$ cat config.mk
export PLATFORM = sky130hd
export DESIGN_NAME = rgc_top
export DESIGN_NICKNAME = d
export VERILOG_FILES = /design/src/design/rgc_pkg.sv /design/src/design/rgc_edge.sv /design/src/design/rgc_interp.sv /design/src/design/rgc_top.sv
export SDC_FILE = /design/constraint.sdc
export NUM_CORES = 1
export LEC_CHECK = 0
export ABC_AREA = 1
export BUFFER_PORTS_ARGS = -buffer_cell sky130_fd_sc_hd__buf_2
export CAP_MARGIN = 20
export CORE_MARGIN = 3
export CORE_UTILIZATION = 46
export DETAILED_ROUTE_END_ITERATION = 12
export PLACE_DENSITY = 0.76
export SYNTH_ARGS = -nofsm -noshare
export SYNTH_HDL_FRONTEND = slang
export SYNTH_SLANG_ARGS = --single-unit
$ cat constraint.sdc
create_clock -name clk -period 2 [get_ports clk]
set_clock_uncertainty 0.15 [all_clocks]
set_input_delay 0.4 -clock clk [delete_from_list [all_inputs] [get_ports clk]]
set_output_delay 0.4 -clock clk [all_outputs]
set_load 0.02 [all_outputs]
$ cat src/design/rgc_pkg.sv
/*
 * Package for the reciprocal gate counter: register offsets, field
 * positions, reset values, widths and arming encodings.
 * Assumes a plain synchronous register port on a single 25 MHz clock.
 */
package rgc_pkg;

    // ************************************************************
    // Widths
    // ************************************************************
    localparam int ADDR_W  = 4;
    localparam int DATA_W  = 32;
    localparam int CHAIN_W = 32;
    localparam int INTERP_W = 16;

    // ************************************************************
    // Register offsets (word indices on the register port)
    // ************************************************************
    localparam logic [ADDR_W-1:0] OFS_CTRL    = 4'h0;
    localparam logic [ADDR_W-1:0] OFS_CMD     = 4'h1;
    localparam logic [ADDR_W-1:0] OFS_STATUS  = 4'h2;
    localparam logic [ADDR_W-1:0] OFS_IRQ_ST  = 4'h3;
    localparam logic [ADDR_W-1:0] OFS_IRQ_MSK = 4'h4;
    localparam logic [ADDR_W-1:0] OFS_SIG_CNT = 4'h5;
    localparam logic [ADDR_W-1:0] OFS_REF_CNT = 4'h6;
    localparam logic [ADDR_W-1:0] OFS_STA_CNT = 4'h7;
    localparam logic [ADDR_W-1:0] OFS_STP_CNT = 4'h8;
    localparam logic [ADDR_W-1:0] OFS_CAL_LEN = 4'h9;

    // ************************************************************
    // CTRL fields
    // ************************************************************
    localparam int CTRL_SRC_LSB  = 0;   // 3 bits: 0 ext, 1..7 trig line
    localparam int CTRL_MODE_LSB = 3;   // 2 bits arming mode
    localparam int CTRL_ROUTE    = 5;   // 1 = shared input
    localparam int CTRL_FE_LSB   = 8;   // 8 bits front-end config
    localparam logic [15:0] CTRL_RST = 16'h0000;

    // CMD bits (write one to act)
    localparam int CMD_ARM_START = 0;
    localparam int CMD_ARM_STOP  = 1;
    localparam int CMD_CAL_START = 2;
    localparam int CMD_CAL_STOP  = 3;

    // IRQ bits
    localparam int IRQ_W       = 4;
    localparam int IRQ_OPEN    = 0;
    localparam int IRQ_DONE    = 1;
    localparam int IRQ_CAL     = 2;
    localparam int IRQ_ARMEVT  = 3;

    // Arming modes
    localparam logic [1:0] MODE_IMMED = 2'h0;  // host command alone
    localparam logic [1:0] MODE_START = 2'h1;  // arm edge gates start
    localparam logic [1:0] MODE_STOP  = 2'h2;  // arm edge gates stop
    localparam logic [1:0] MODE_BOTH  = 2'h3;

    localparam logic [7:0] CAL_LEN_RST = 8'h04;

    typedef enum logic [2:0] {
        ST_IDLE, ST_ARMED, ST_OPEN, ST_CLOSING, ST_DRAIN
    } rgc_state_t;

endpackage : rgc_pkg

$ cat src/design/rgc_edge.sv
/*
 * Rising edge detector with one-flop history on a synchronous input.
 * Assumes the input is already synchronous to clk.
 */
`timescale 1ns/1ps
`default_nettype none
module rgc_edge
(
    // Clock and reset
    input  wire logic clk,
    input  wire logic rst_n,
    // Level in, pulse out
    input  wire logic level_in,
    output logic      rise
);
    logic prev_q;

    // History flop for the edge compare
    always_ff @(posedge clk or negedge rst_n)
    begin
        if (!rst_n) prev_q <= 1'b0;
        else        prev_q <= level_in;
    end

    assign rise = level_in & ~prev_q;
endmodule // rgc_edge
`default_nettype wire

$ cat src/design/rgc_interp.sv
/*
 * One interpolation channel: times the width of the error pulse, then
 * counts reference ticks during a slow discharge of that width.
 * Assumes a reference tick pulse synchronous to clk.
 */
`timescale 1ns/1ps
`default_nettype none
module rgc_interp
(
    // Clock and reset
    input  wire logic                          clk,
    input  wire logic                          rst_n,
    // Control
    input  wire logic                          clear,
    input  wire logic                          err_pulse,
    input  wire logic                          ref_tick,
    // Result
    output logic [rgc_pkg::INTERP_W-1:0]       count,
    output logic                               busy
);
    logic [rgc_pkg::INTERP_W-1:0] charge_q;
    logic [rgc_pkg::INTERP_W-1:0] count_q;
    logic                         charging_q;
    logic                         drain_q;
    logic                         drain_end;

    // Charge grows with the pulse; drain eats one unit per reference tick
    assign drain_end = drain_q & ref_tick
                     & (charge_q == rgc_pkg::INTERP_W'(1));

    always_ff @(posedge clk or negedge rst_n)
    begin
        if (!rst_n)
        begin
            charge_q   <= '0;
            count_q    <= '0;
            charging_q <= 1'b0;
            drain_q    <= 1'b0;
        end
        else if (clear)
        begin
            charge_q   <= '0;
            count_q    <= '0;
            charging_q <= 1'b0;
            drain_q    <= 1'b0;
        end
        else
        begin
            charging_q <= err_pulse;
            if (err_pulse)
                charge_q <= charge_q + rgc_pkg::INTERP_W'(1);
            if (charging_q && !err_pulse && charge_q != '0)
                drain_q <= 1'b1;
            if (drain_q && ref_tick)
            begin
                count_q  <= count_q + rgc_pkg::INTERP_W'(1);
                charge_q <= charge_q - rgc_pkg::INTERP_W'(1);
            end
            if (drain_end)
                drain_q <= 1'b0;
        end
    end

    assign count = count_q;
    assign busy  = err_pulse | charging_q | drain_q;
endmodule // rgc_interp
`default_nettype wire

$ cat src/design/rgc_top.sv
/*
 * Reciprocal gate counter measurement block. Holds the register file,
 * arming logic, gate control, input/reference chains, two interpolation
 * channels with calibration pulses, and the interrupt logic.
 * Assumes all inputs (signal, reference, arming) synchronous to clk and
 * a host on a plain strobe register port.
 */
// The implementer's own choices: strobed register access and the register offsets.
`timescale 1ns/1ps
`default_nettype none
module rgc_top
(
    // Clock and reset
    input  wire logic                          clk,
    input  wire logic                          rst_n,
    // Register port
    input  wire logic [rgc_pkg::ADDR_W-1:0]    addr,
    input  wire logic [rgc_pkg::DATA_W-1:0]    wdata,
    input  wire logic                          wr_stb,
    input  wire logic                          rd_stb,
    output logic      [rgc_pkg::DATA_W-1:0]    rdata,
    // Measured inputs and reference
    input  wire logic                          sig_in1,
    input  wire logic                          sig_in2,
    input  wire logic                          ref_in,
    // Arming sources
    input  wire logic                          arm_ext,
    input  wire logic [6:0]                    arm_trig,
    // Front end
    output logic      [7:0]                    fe_cfg,
    output logic                               route_shared,
    output logic                               chan1_sig,
    output logic                               chan2_sig,
    output logic                               gate_open,
    // Interrupt
    output logic                               irq
);
    // ************************************************************
    // Registers and wires
    // ************************************************************
    rgc_pkg::rgc_state_t state_q, state_d;
    logic [15:0]                   ctrl_q;
    logic [rgc_pkg::IRQ_W-1:0]     irq_st_q;
    logic [rgc_pkg::IRQ_W-1:0]     irq_msk_q;
    logic [rgc_pkg::CHAIN_W-1:0]   sig_cnt_q;
    logic [rgc_pkg::CHAIN_W-1:0]   ref_cnt_q;
    logic [7:0]                    cal_len_q;
    logic [7:0]                    cal_cnt_q;
    logic                          cal_sta_q;
    logic                          cal_stp_q;
    logic                          stop_armed_q;
    logic                          pend_start_q;
    logic                          sta_err_q;
    logic                          stp_err_q;
    logic [rgc_pkg::DATA_W-1:0]    rdata_q;

    logic        wr_ctrl, wr_cmd, wr_irq, wr_msk, wr_cal;
    logic        arm_start, arm_stop, cal_start, cal_stop;
    logic        sig_edge, ref_tick, arm_lvl, arm_edge;
    logic        mode_start_gated, mode_stop_gated;
    logic        open_now, close_now;
    logic        sta_busy, stp_busy;
    logic        sta_pulse, stp_pulse;
    logic [rgc_pkg::INTERP_W-1:0] sta_cnt, stp_cnt;
    logic [rgc_pkg::IRQ_W-1:0]    irq_set;
    logic [2:0]  arm_src;
    logic [1:0]  arm_mode;
    logic [7:0]  trig_sel;
    logic        chan1_raw;

    // ************************************************************
    // Edge detection
    // ************************************************************
    rgc_edge u_sig_edge
    (
        .clk      (clk),
        .rst_n    (rst_n),
        .level_in (chan1_raw),
        .rise     (sig_edge)
    );

    rgc_edge u_ref_edge
    (
        .clk      (clk),
        .rst_n    (rst_n),
        .level_in (ref_in),
        .rise     (ref_tick)
    );

    rgc_edge u_arm_edge
    (
        .clk      (clk),
        .rst_n    (rst_n),
        .level_in (arm_lvl),
        .rise     (arm_edge)
    );

    // ************************************************************
    // Register decode
    // ************************************************************
    assign wr_ctrl   = wr_stb & (addr == rgc_pkg::OFS_CTRL);
    assign wr_cmd    = wr_stb & (addr == rgc_pkg::OFS_CMD);
    assign wr_irq    = wr_stb & (addr == rgc_pkg::OFS_IRQ_ST);
    assign wr_msk    = wr_stb & (addr == rgc_pkg::OFS_IRQ_MSK);
    assign wr_cal    = wr_stb & (addr == rgc_pkg::OFS_CAL_LEN);
    assign arm_start = wr_cmd & wdata[rgc_pkg::CMD_ARM_START];
    assign arm_stop  = wr_cmd & wdata[rgc_pkg::CMD_ARM_STOP];
    assign cal_start = wr_cmd & wdata[rgc_pkg::CMD_CAL_START];
    assign cal_stop  = wr_cmd & wdata[rgc_pkg::CMD_CAL_STOP];

    // ************************************************************
    // Configuration, routing and arming source
    // ************************************************************
    assign fe_cfg       = ctrl_q[rgc_pkg::CTRL_FE_LSB +: 8];
    assign route_shared = ctrl_q[rgc_pkg::CTRL_ROUTE];
    assign arm_src      = ctrl_q[rgc_pkg::CTRL_SRC_LSB +: 3];
    assign arm_mode     = ctrl_q[rgc_pkg::CTRL_MODE_LSB +: 2];
    // Source 0 is the external input, 1..7 the trigger lines
    assign trig_sel     = {arm_trig, arm_ext};
    assign arm_lvl      = trig_sel[arm_src];
    // Shared mode feeds input one to both channels
    assign chan1_raw    = sig_in1;
    assign chan1_sig    = sig_in1;
    assign chan2_sig    = route_shared ? sig_in1 : sig_in2;

    // Modes decide whether an arming edge is needed at start or stop
    assign mode_start_gated = (arm_mode == rgc_pkg::MODE_START)
                            | (arm_mode == rgc_pkg::MODE_BOTH);
    assign mode_stop_gated  = (arm_mode == rgc_pkg::MODE_STOP)
                            | (arm_mode == rgc_pkg::MODE_BOTH);

    // ************************************************************
    // Gate control, synchronous to the measured input
    // ************************************************************
    assign open_now  = (state_q == rgc_pkg::ST_ARMED) & sig_edge;
    assign close_now = (state_q == rgc_pkg::ST_CLOSING) & sig_edge;

    // Waiting states hold until the host or an input edge moves them, ST_DRAIN until both interpolators are idle
    always_comb
    begin
        state_d = state_q;
        unique case (state_q)
            rgc_pkg::ST_IDLE:
                if (arm_start && !mode_start_gated)
                    state_d = rgc_pkg::ST_ARMED;
                else if (arm_start)
                    state_d = rgc_pkg::ST_IDLE;
            rgc_pkg::ST_ARMED:
                if (open_now)
                    state_d = rgc_pkg::ST_OPEN;
            rgc_pkg::ST_OPEN:
                if (stop_armed_q && (!mode_stop_gated || arm_edge))
                    state_d = rgc_pkg::ST_CLOSING;
            rgc_pkg::ST_CLOSING:
                if (close_now)
                    state_d = rgc_pkg::ST_DRAIN;
            rgc_pkg::ST_DRAIN:
                if (!sta_busy && !stp_busy)
                    state_d = rgc_pkg::ST_IDLE;
        endcase
        // Gated start: wait for arming edge after the host arm
        if (state_q == rgc_pkg::ST_IDLE && pend_start_q && arm_edge)
            state_d = rgc_pkg::ST_ARMED;
        // A fresh arm always restarts the sequence
        if (arm_start && state_q != rgc_pkg::ST_IDLE)
            state_d = mode_start_gated ? rgc_pkg::ST_IDLE
                                       : rgc_pkg::ST_ARMED;
    end

    always_ff @(posedge clk or negedge rst_n)
    begin
        if (!rst_n)
        begin
            state_q      <= rgc_pkg::ST_IDLE;
            pend_start_q <= 1'b0;
            stop_armed_q <= 1'b0;
        end
        else
        begin
            state_q      <= state_d;
            pend_start_q <= arm_start ? mode_start_gated
                          : (arm_edge ? 1'b0 : pend_start_q);
            stop_armed_q <= arm_start ? 1'b0
                          : (arm_stop ? 1'b1 : stop_armed_q);
        end
    end

    assign gate_open = (state_q == rgc_pkg::ST_OPEN)
                     | (state_q == rgc_pkg::ST_CLOSING);

    // ************************************************************
    // Input and reference chains
    // ************************************************************
    always_ff @(posedge clk or negedge rst_n)
    begin
        if (!rst_n)
        begin
            sig_cnt_q <= '0;
            ref_cnt_q <= '0;
        end
        else if (arm_start)
        begin
            sig_cnt_q <= '0;
            ref_cnt_q <= '0;
        end
        else
        begin
            // Both count over the same gate window
            if ((gate_open && !close_now && sig_edge) || open_now)
                sig_cnt_q <= sig_cnt_q + 1'b1;
            if (((gate_open && !close_now) || open_now) && ref_tick)
                ref_cnt_q <= ref_cnt_q + 1'b1;
        end
    end

    // ************************************************************
    // Error pulses: input edge to next reference tick, or calibration
    // ************************************************************
    always_ff @(posedge clk or negedge rst_n)
    begin
        if (!rst_n)
        begin
            sta_err_q <= 1'b0;
            stp_err_q <= 1'b0;
            cal_cnt_q <= '0;
            cal_sta_q <= 1'b0;
            cal_stp_q <= 1'b0;
        end
        else
        begin
            if (open_now)
                sta_err_q <= 1'b1;
            else if (ref_tick)
                sta_err_q <= 1'b0;
            if (close_now)
                stp_err_q <= 1'b1;
            else if (ref_tick)
                stp_err_q <= 1'b0;
            // Calibration pulse lasts cal_len reference ticks
            if (cal_start || cal_stop)
            begin
                cal_sta_q <= cal_start;
                cal_stp_q <= cal_stop;
                cal_cnt_q <= cal_len_q;
            end
            else if ((cal_sta_q || cal_stp_q) && ref_tick)
            begin
                cal_cnt_q <= cal_cnt_q - 8'h01;
                if (cal_cnt_q == 8'h01)
                begin
                    cal_sta_q <= 1'b0;
                    cal_stp_q <= 1'b0;
                end
            end
        end
    end

    assign sta_pulse = sta_err_q | cal_sta_q;
    assign stp_pulse = stp_err_q | cal_stp_q;

    // ************************************************************
    // Interpolation channels
    // ************************************************************
    rgc_interp u_sta
    (
        .clk       (clk),
        .rst_n     (rst_n),
        .clear     (arm_start | cal_start),
        .err_pulse (sta_pulse),
        .ref_tick  (ref_tick),
        .count     (sta_cnt),
        .busy      (sta_busy)
    );

    rgc_interp u_stp
    (
        .clk       (clk),
        .rst_n     (rst_n),
        .clear     (arm_start | cal_stop),
        .err_pulse (stp_pulse),
        .ref_tick  (ref_tick),
        .count     (stp_cnt),
        .busy      (stp_busy)
    );

    // ************************************************************
    // Control registers and interrupt
    // ************************************************************
    logic cal_busy_q;

    assign irq_set[rgc_pkg::IRQ_OPEN]   = open_now;
    assign irq_set[rgc_pkg::IRQ_DONE]   = (state_q == rgc_pkg::ST_DRAIN)
                                        & !sta_busy & !stp_busy;
    assign irq_set[rgc_pkg::IRQ_CAL]    = cal_busy_q & !sta_busy
                                        & !stp_busy & !cal_sta_q
                                        & !cal_stp_q;
    assign irq_set[rgc_pkg::IRQ_ARMEVT] = arm_edge;

    // Set beats a write-one clear in the same cycle
    always_ff @(posedge clk or negedge rst_n)
    begin
        if (!rst_n)
        begin
            ctrl_q     <= rgc_pkg::CTRL_RST;
            irq_st_q   <= '0;
            irq_msk_q  <= '0;
            cal_len_q  <= rgc_pkg::CAL_LEN_RST;
            cal_busy_q <= 1'b0;
        end
        else
        begin
            if (wr_ctrl) ctrl_q    <= wdata[15:0];
            if (wr_msk)  irq_msk_q <= wdata[rgc_pkg::IRQ_W-1:0];
            if (wr_cal)  cal_len_q <= wdata[7:0];
            irq_st_q <= (irq_st_q & ~({rgc_pkg::IRQ_W{wr_irq}}
                        & wdata[rgc_pkg::IRQ_W-1:0])) | irq_set;
            cal_busy_q <= (cal_start | cal_stop) ? 1'b1
                        : (irq_set[rgc_pkg::IRQ_CAL] ? 1'b0 : cal_busy_q);
        end
    end

    assign irq = |(irq_st_q & irq_msk_q);

    // ************************************************************
    // Read data, one cycle after the strobe
    // ************************************************************
    logic [rgc_pkg::DATA_W-1:0] rd_mux;

    always_comb
    begin
        unique case (addr)
            rgc_pkg::OFS_CTRL:    rd_mux = {16'h0000, ctrl_q};
            rgc_pkg::OFS_STATUS:  rd_mux = {27'h0, stop_armed_q, sta_busy,
                                            stp_busy, gate_open,
                                            state_q == rgc_pkg::ST_ARMED};
            rgc_pkg::OFS_IRQ_ST:  rd_mux = {28'h0, irq_st_q};
            rgc_pkg::OFS_IRQ_MSK: rd_mux = {28'h0, irq_msk_q};
            rgc_pkg::OFS_SIG_CNT: rd_mux = sig_cnt_q;
            rgc_pkg::OFS_REF_CNT: rd_mux = ref_cnt_q;
            rgc_pkg::OFS_STA_CNT: rd_mux = {16'h0000, sta_cnt};
            rgc_pkg::OFS_STP_CNT: rd_mux = {16'h0000, stp_cnt};
            rgc_pkg::OFS_CAL_LEN: rd_mux = {24'h0, cal_len_q};
            default:              rd_mux = 32'h0000_0000;
        endcase
    end

    always_ff @(posedge clk or negedge rst_n)
    begin
        if (!rst_n)      rdata_q <= '0;
        else if (rd_stb) rdata_q <= rd_mux;
        else             rdata_q <= '0;
    end

    assign rdata = rdata_q;
endmodule // rgc_top
`default_nettype wire

* Yosys cells after proc, flatten, opt, wreduce, memory -nomap -nowiden *
Cells that the tools add are included.

word-level totals
  register bits = 217
  word-level logic and storage cells = 210
  input port bits = 51

cells by class
  bitwise gates (word level) = 44
  magnitude comparators = 1
  reductions and logical operators = 53
  equal/unequal tests = 24
  add/subtract/negate cells = 9
  mux-type cells = 52

operators with widths
  cell                                                  number
  one-hot mux 32 bit (9 select lines)                   1
  two-way mux 16 bit                                    10
  two-way mux 32 bit                                    5
  adder 16 x 1 -> 16 bit, second input constant         4
  adder 32 x 1 -> 32 bit, second input constant         2
  equality test 16 x 1 -> 1 bit, second input constant  2
  nonzero test 16 bit                                   2
  subtractor 16 x 1 -> 16 bit, second input constant    2
  AND 1 bit                                             24
  two-way mux 1 bit                                     24
  two-way mux 3 bit                                     8
  nonzero test 2 bit                                    11
  equality test 4 x 3 -> 1 bit, second input constant   4
  logical AND 1 bit                                     16
  two-way mux 8 bit                                     2
  one-hot mux 3 bit (5 select lines)                    1
  nonzero test 3 bit                                    5
  AND 4 bit                                             3
  != test 4 bit, second input constant                  3
  bitwise OR 1 bit                                      12
  zero test 1 bit                                       9
  equality test 4 x 2 -> 1 bit, second input constant   2
  equality test 4 bit, second input constant            2
  equality test 8 x 1 -> 1 bit, second input constant   1
  20 further kinds                                      28

* Longest topological paths before layout *
  depth in word-level cells = 10
  gate-level depth with buffers = 13

* Cells and area by module *
From an unflattened synthesis, not the netlist that was laid out.

unflattened totals
  cells, all modules = 1845
  area, all modules = 12926.1 µm²

modules (own cells, without submodules)
  module      cells each  times used  area an instance (µm²)
  rgc_top     1236        1           8572.0
  rgc_interp  300         2           2124.5
  rgc_edge    3           3           35.0

* Least setup slack after synthesis *
OpenSTA, ideal clock, no wires.

  path type = register -> register
  start point = register u_stp.charge_q[0] (netlist name)
  end point = register u_stp.charge_q[10] (netlist name)
  required time = 1.724 ns
  setup time = 0.126 ns
  path buffers = 0
  stages on the path, launching flop included = 8
  path slack = 0.158 ns
  period minus slack after synthesis = 1.842 ns
  arrival time = 1.566 ns
  cells stage by stage = dfrtp_1 -> inv_1 -> ha_1 -> inv_1 -> o21ai_0 -> o21ai_1 -> nor4_1 -> nor2_1

on the way
  longest elaborated chain between the ends = 4
  elaborated cells on any way between the ends = 5
  those cells by class = 2 x add/sub; 3 x mux

RTL lines
  element                   RTL line          source
  start: declaration        rgc_interp.sv:21  logic [rgc_pkg::INTERP_W-1:0] charge_q;
  start signal: assignment  rgc_interp.sv:51  charge_q <= charge_q + rgc_pkg::INTERP_W'(1);
  start signal: assignment  rgc_interp.sv:57  charge_q <= charge_q - rgc_pkg::INTERP_W'(1);
  adder 16 x 1 -> 16 bit    rgc_interp.sv:51
  two-way mux 16 bit        rgc_interp.sv:50  if (err_pulse)
  two-way mux 16 bit (*)    rgc_interp.sv:54  if (drain_q && ref_tick)
  two-way mux 16 bit (*)    rgc_interp.sv:40  else if (clear)

Every way passes the cells marked *; elsewhere a longest branch is shown, timed or not. The select of a mux whose other input is x is not followed.
A chain may end at the register's enable or synchronous reset.

* Final worst setup path *
  start point = register state_q[1]
  end point = output port gate_open

on the way
  longest elaborated chain between the ends = 2
  elaborated cells on any way between the ends = 3
  those cells by class = 2 x eq/ne; 1 x bitwise

RTL lines
  element                                          RTL line                        source
  start: declaration                               rgc_top.sv:41                   rgc_pkg::rgc_state_t state_q, state_d;
  start signal: assignment                         rgc_top.sv:174                  state_q <= rgc_pkg::ST_IDLE;
  start signal: assignment                         rgc_top.sv:180                  state_q <= state_d;
  equality test 3 x 2 -> 1 bit (on tied branches)  rgc_top.sv:188, rgc_top.sv:189
  bitwise OR 1 bit (*)                             rgc_top.sv:189                  | (state_q == rgc_pkg::ST_CLOSING);
  end: declaration                                 rgc_top.sv:34                   output logic gate_open,

Every way passes the cells marked *; elsewhere a longest branch is shown, timed or not.

==> PnR_summary.wiki <==
{| class="wikitable"
! Metric !! Value
|-
| Routed WL || 36100 µm
|-
| Vias after detailed routing || 12.6k
|-
| Top-level I/O count || 96
|-
| Number of distinct library cells after synthesis || 59
|-
| Critical path's largest stage delay || 0.37 ns
|-
| Number of nets produced by synthesis || 1824
|-
| Worst Path Required || 1.45 ns
|-
| Average cell area after synthesis || 7.42 µm²
|-
| Dominant cell type by area after synthesis || sky130_fd_sc_hd__dfrtp_1
|-
| Critical path data arrival time || 1.39 ns
|-
| Slowest cell on the critical path || sky130_fd_sc_hd__dfrtp_1
|-
| Largest fanout on the critical path || 4
|-
| Final-stage net count || 1980
|-
| WL met2 || 16900 µm
|-
| Global-route wire length before repair || 59200 µm
|-
| Bufs on Longest Clock Path || 3
|-
| Type of element capturing the critical path || output port
|-
| Count of endpoints failing hold in the final timing report || 0
|-
| Cells traversed along the worst timing path || inv_2, nor2_4, buf_4, buf_2
|-
| Grt total ovfl || 0
|-
| Post-synthesis register bit count || 217
|-
| Cell with the most instances after synthesis || sky130_fd_sc_hd__nand2_1
|-
| Worst supply voltage drop on vdd || 0.000873 V
|-
| Top_reg_cell synth || sky130_fd_sc_hd__dfrtp_1
|-
| Input/output buffers || 79
|-
| CTS sink cnt || 217
|-
| Fraction of the yosys area taken by sequential cells || 0.416
|-
| Run status || completed
|-
| Leading post-synthesis cells by cell area || sky130_fd_sc_hd__dfrtp_1 (41%), sky130_fd_sc_hd__nand2_1 (12%), sky130_fd_sc_hd__inv_1 (5.8%)
|-
| Clock tree from TritonCTS || done
|-
| Routability cong. || 0.948
|-
| Ys Warns || 0
|-
| Number of DRC violations after detailed-routing iteration 0 || 1202
|-
| Number of antenna violations at the first check in global routing || 0
|-
| Clock transition at path regs || 0.06 ns
|-
| Static Leak || 7.31 nW
|-
| Clock H-tree levels || 1
|-
| Pins Over Slew Limit || 0
|-
| Fin cells || 2313
|-
| Setup violators final || 0
|-
| Async set or reset register ratio after synthesis || 1.00
|-
| Area growth, synth to finish || 19.4%
|-
| Core region area || 27900 µm²
|-
| Worst-margin pin slew || 0.521 ns
|-
| Crit path kind || reg2out
|-
| Commonest cells in the netlist || sky130_fd_sc_hd__nand2_1 (407), sky130_fd_sc_hd__dfrtp_1 (216), sky130_fd_sc_hd__inv_1 (203), sky130_fd_sc_hd__nor2_1 (193), sky130_fd_sc_hd__o21ai_0 (120)
|-
| DR top layer || met4
|-
| Max-cap violations || 0
|-
| Die outline area || 30400 µm²
|-
| Number of global-route vias before repair || 11.9k
|-
| Relative slew margins || 0.650
|-
| Number of iterations in the first detailed-routing pass || 8
|-
| Post-synthesis cell area || 13000 µm²
|-
| Proportion of layout cells with a drive suffix above 1 || 0.165
|-
| Unrepaired setup endpoints after global routing || yes
|-
| Clock period minus worst slack || 1.94 ns
|-
| Starting density of the core || 0.468
|-
| FP Rows || 61
|-
| PwrDens || 1140 nW/µm²
|-
| Vertical extent of the die || 174 µm
|-
| Number of nets still failing antenna checks after routing || 0
|-
| Detailed Place HPWL || 26500 µm
|-
| Number of vias per cell || 5.46
|-
| Global routing usage summed across all routing layers || 0.232
|-
| Number of enable flip-flop cells after synthesis || 0
|-
| Share of Yosys cell area claimed by the top area cell type || 0.414
|-
| Final cell utilization of the core || 0.559
|-
| Count of inserted antenna diode cells || 0
|-
| Met3 routed wirelength || 2410 µm
|-
| Average routed wire per standard cell || 15.6 µm
|-
| Maximum frequency from static timing analysis || 515 MHz
|-
| Residual DRC || 0
|-
| Worst-skew pair later-pin latency || 0.54 ns
|-
| DIE WIDTH || 174 µm
|-
| M1 WL || 15600 µm
|-
| Largest net degree at the start of global routing || 59
|-
| Type of origin of the critical path || flop
|-
| Min-delay worst type || in2reg
|-
| Placed instance count || 2238
|-
| Count of mapped cells out of synthesis || 1759
|-
| Final clock period utilization by the worst path || 0.971
|-
| Root Buffer || sky130_fd_sc_hd__clkbuf_16
|-
| Number of buffers added by the clock tree synthesis step || 26
|}
final cells by class:
type | count | area, µm²
well taps | 378 | 473
flip-flops and latches | 217 | 5430
multi-input cells | 1270 | 6580
repair buffers | 183 | 1370
inverters | 217 | 826
clock inverters | 16 | 184
fillers | 2504 | 12300
clock buffers | 32 | 703
worst max-delay path, delay by kind of cell, from the launching register on:
family	cells	cell delay [ns]
flops	1	0.37
buf+inv	3	0.34
simple gates	1	0.14
placed cells by master, fill, tap and decap left out, types with 6 or more instances in the layout:
master / n
sky130_fd_sc_hd__o211ai_1: 8
sky130_fd_sc_hd__inv_1: 201
sky130_fd_sc_hd__xor2_1: 42
sky130_fd_sc_hd__nand2_2: 14
sky130_fd_sc_hd__nor2_1: 186
sky130_fd_sc_hd__dlygate4sd3_1: 15
sky130_fd_sc_hd__o22ai_1: 19
sky130_fd_sc_hd__clkinv_2: 6
sky130_fd_sc_hd__nand4_1: 51
sky130_fd_sc_hd__nor3_2: 9
sky130_fd_sc_hd__nand3_2: 7
sky130_fd_sc_hd__nand3_1: 108
sky130_fd_sc_hd__nor2_4: 9
sky130_fd_sc_hd__ha_1: 14
sky130_fd_sc_hd__nand3b_1: 6
sky130_fd_sc_hd__buf_12: 10
sky130_fd_sc_hd__o21ai_1: 19
sky130_fd_sc_hd__nor3_1: 49
sky130_fd_sc_hd__mux2_2: 9
sky130_fd_sc_hd__a211oi_1: 9
sky130_fd_sc_hd__o21ai_0: 117
sky130_fd_sc_hd__nand2_1: 404
sky130_fd_sc_hd__buf_2: 77
sky130_fd_sc_hd__nor2_2: 18
sky130_fd_sc_hd__buf_4: 78
sky130_fd_sc_hd__a21oi_1: 96
sky130_fd_sc_hd__clkbuf_16: 27
sky130_fd_sc_hd__a31oi_1: 13
sky130_fd_sc_hd__inv_2: 11
sky130_fd_sc_hd__dfrtp_1: 215
logic make-up after synthesis:
logic type	count (synthesis)	share of synthesized area
mux	9	0.00777
buf+inv	272	0.0862
compound gates	309	0.133
fa+ha+maj	14	0.0134
flops	217	0.416
simple gates	892	0.312
xor+xnor	46	0.0309
metrics by stage:
step	cell area (µm²)	power (mW)	setup slack [ns]	TNS (ns)	hold slack (ns)
floorplan	13000	10.7	0.158	0	-0.0456
global placement	14300	12.4	-0.00333	-0.00333	0.123
detailed placement	14300	12.6	-0.0176	-0.0440	0.125
CTS	15400	17.6	0.0125	0	0.00932
global route	15600	19.0	-0.0393	-0.0535	0.0415
finish	15600	17.8	0.0583	0	0.0251
worst paths after layout:
check / to / depth (start not counted) / slack [ns] / start
max: gate_open / 4 / 0.06 / state_q[1]
min: cal_len_q[7] / 3 / 0.03 / wdata[7]
max reg2reg: sig_cnt_q[12] / 10 / 0.12 / state_q[2]
min reg2reg: cal_len_q[1] / 2 / 0.33 / cal_len_q[1]
max in group asynchronous: cal_len_q[2] / 3 / 0.90 / rst_n
min in group asynchronous: sig_cnt_q[22] / 2 / 0.16 / rst_n
where the power goes:
part           switching [mW]  leakage, nW  internal (mW)
Sequential               1.36         2.76           5.60
Combinational            3.68         4.12           2.29
Clock                    1.96        0.428           2.90
metal layers:
| layer | vias to the layer above | track usage |
|---|---|---|
| met3 | 80 | 0.0301 |
| li1 | 6117 | - |
| met5 | - | 0 |
| met2 | 452 | 0.378 |
| met1 | 5974 | 0.321 |
| met4 | 0 | 0.0781 |
flip-flops by register name, indices dropped and copies added, names as in the netlist, 3 cells and up:
name / cells
sig_cnt_q: 32
irq_st_q: 4
u_sta.count: 16
u_sta.charge_q: 16
rdata: 32
u_stp.count: 16
cal_cnt_q: 8
u_stp.charge_q: 16
state_q: 3
ref_cnt_q: 32
irq_msk_q: 4
cal_len_q: 8
ctrl_q: 16
what timing repair did:
item | CTS | global route
hold buffers | 15 | 1
cloned | 0 | 1
buffers inserted | 1 | 10
endpoints found under the setup margin | 1 | 40
gates resized for setup | 1 | 31
pin swaps | 0 | 13
endpoints found under the hold margin | 233 | 1
Note: power is estimated with default switching activity, not from simulation.
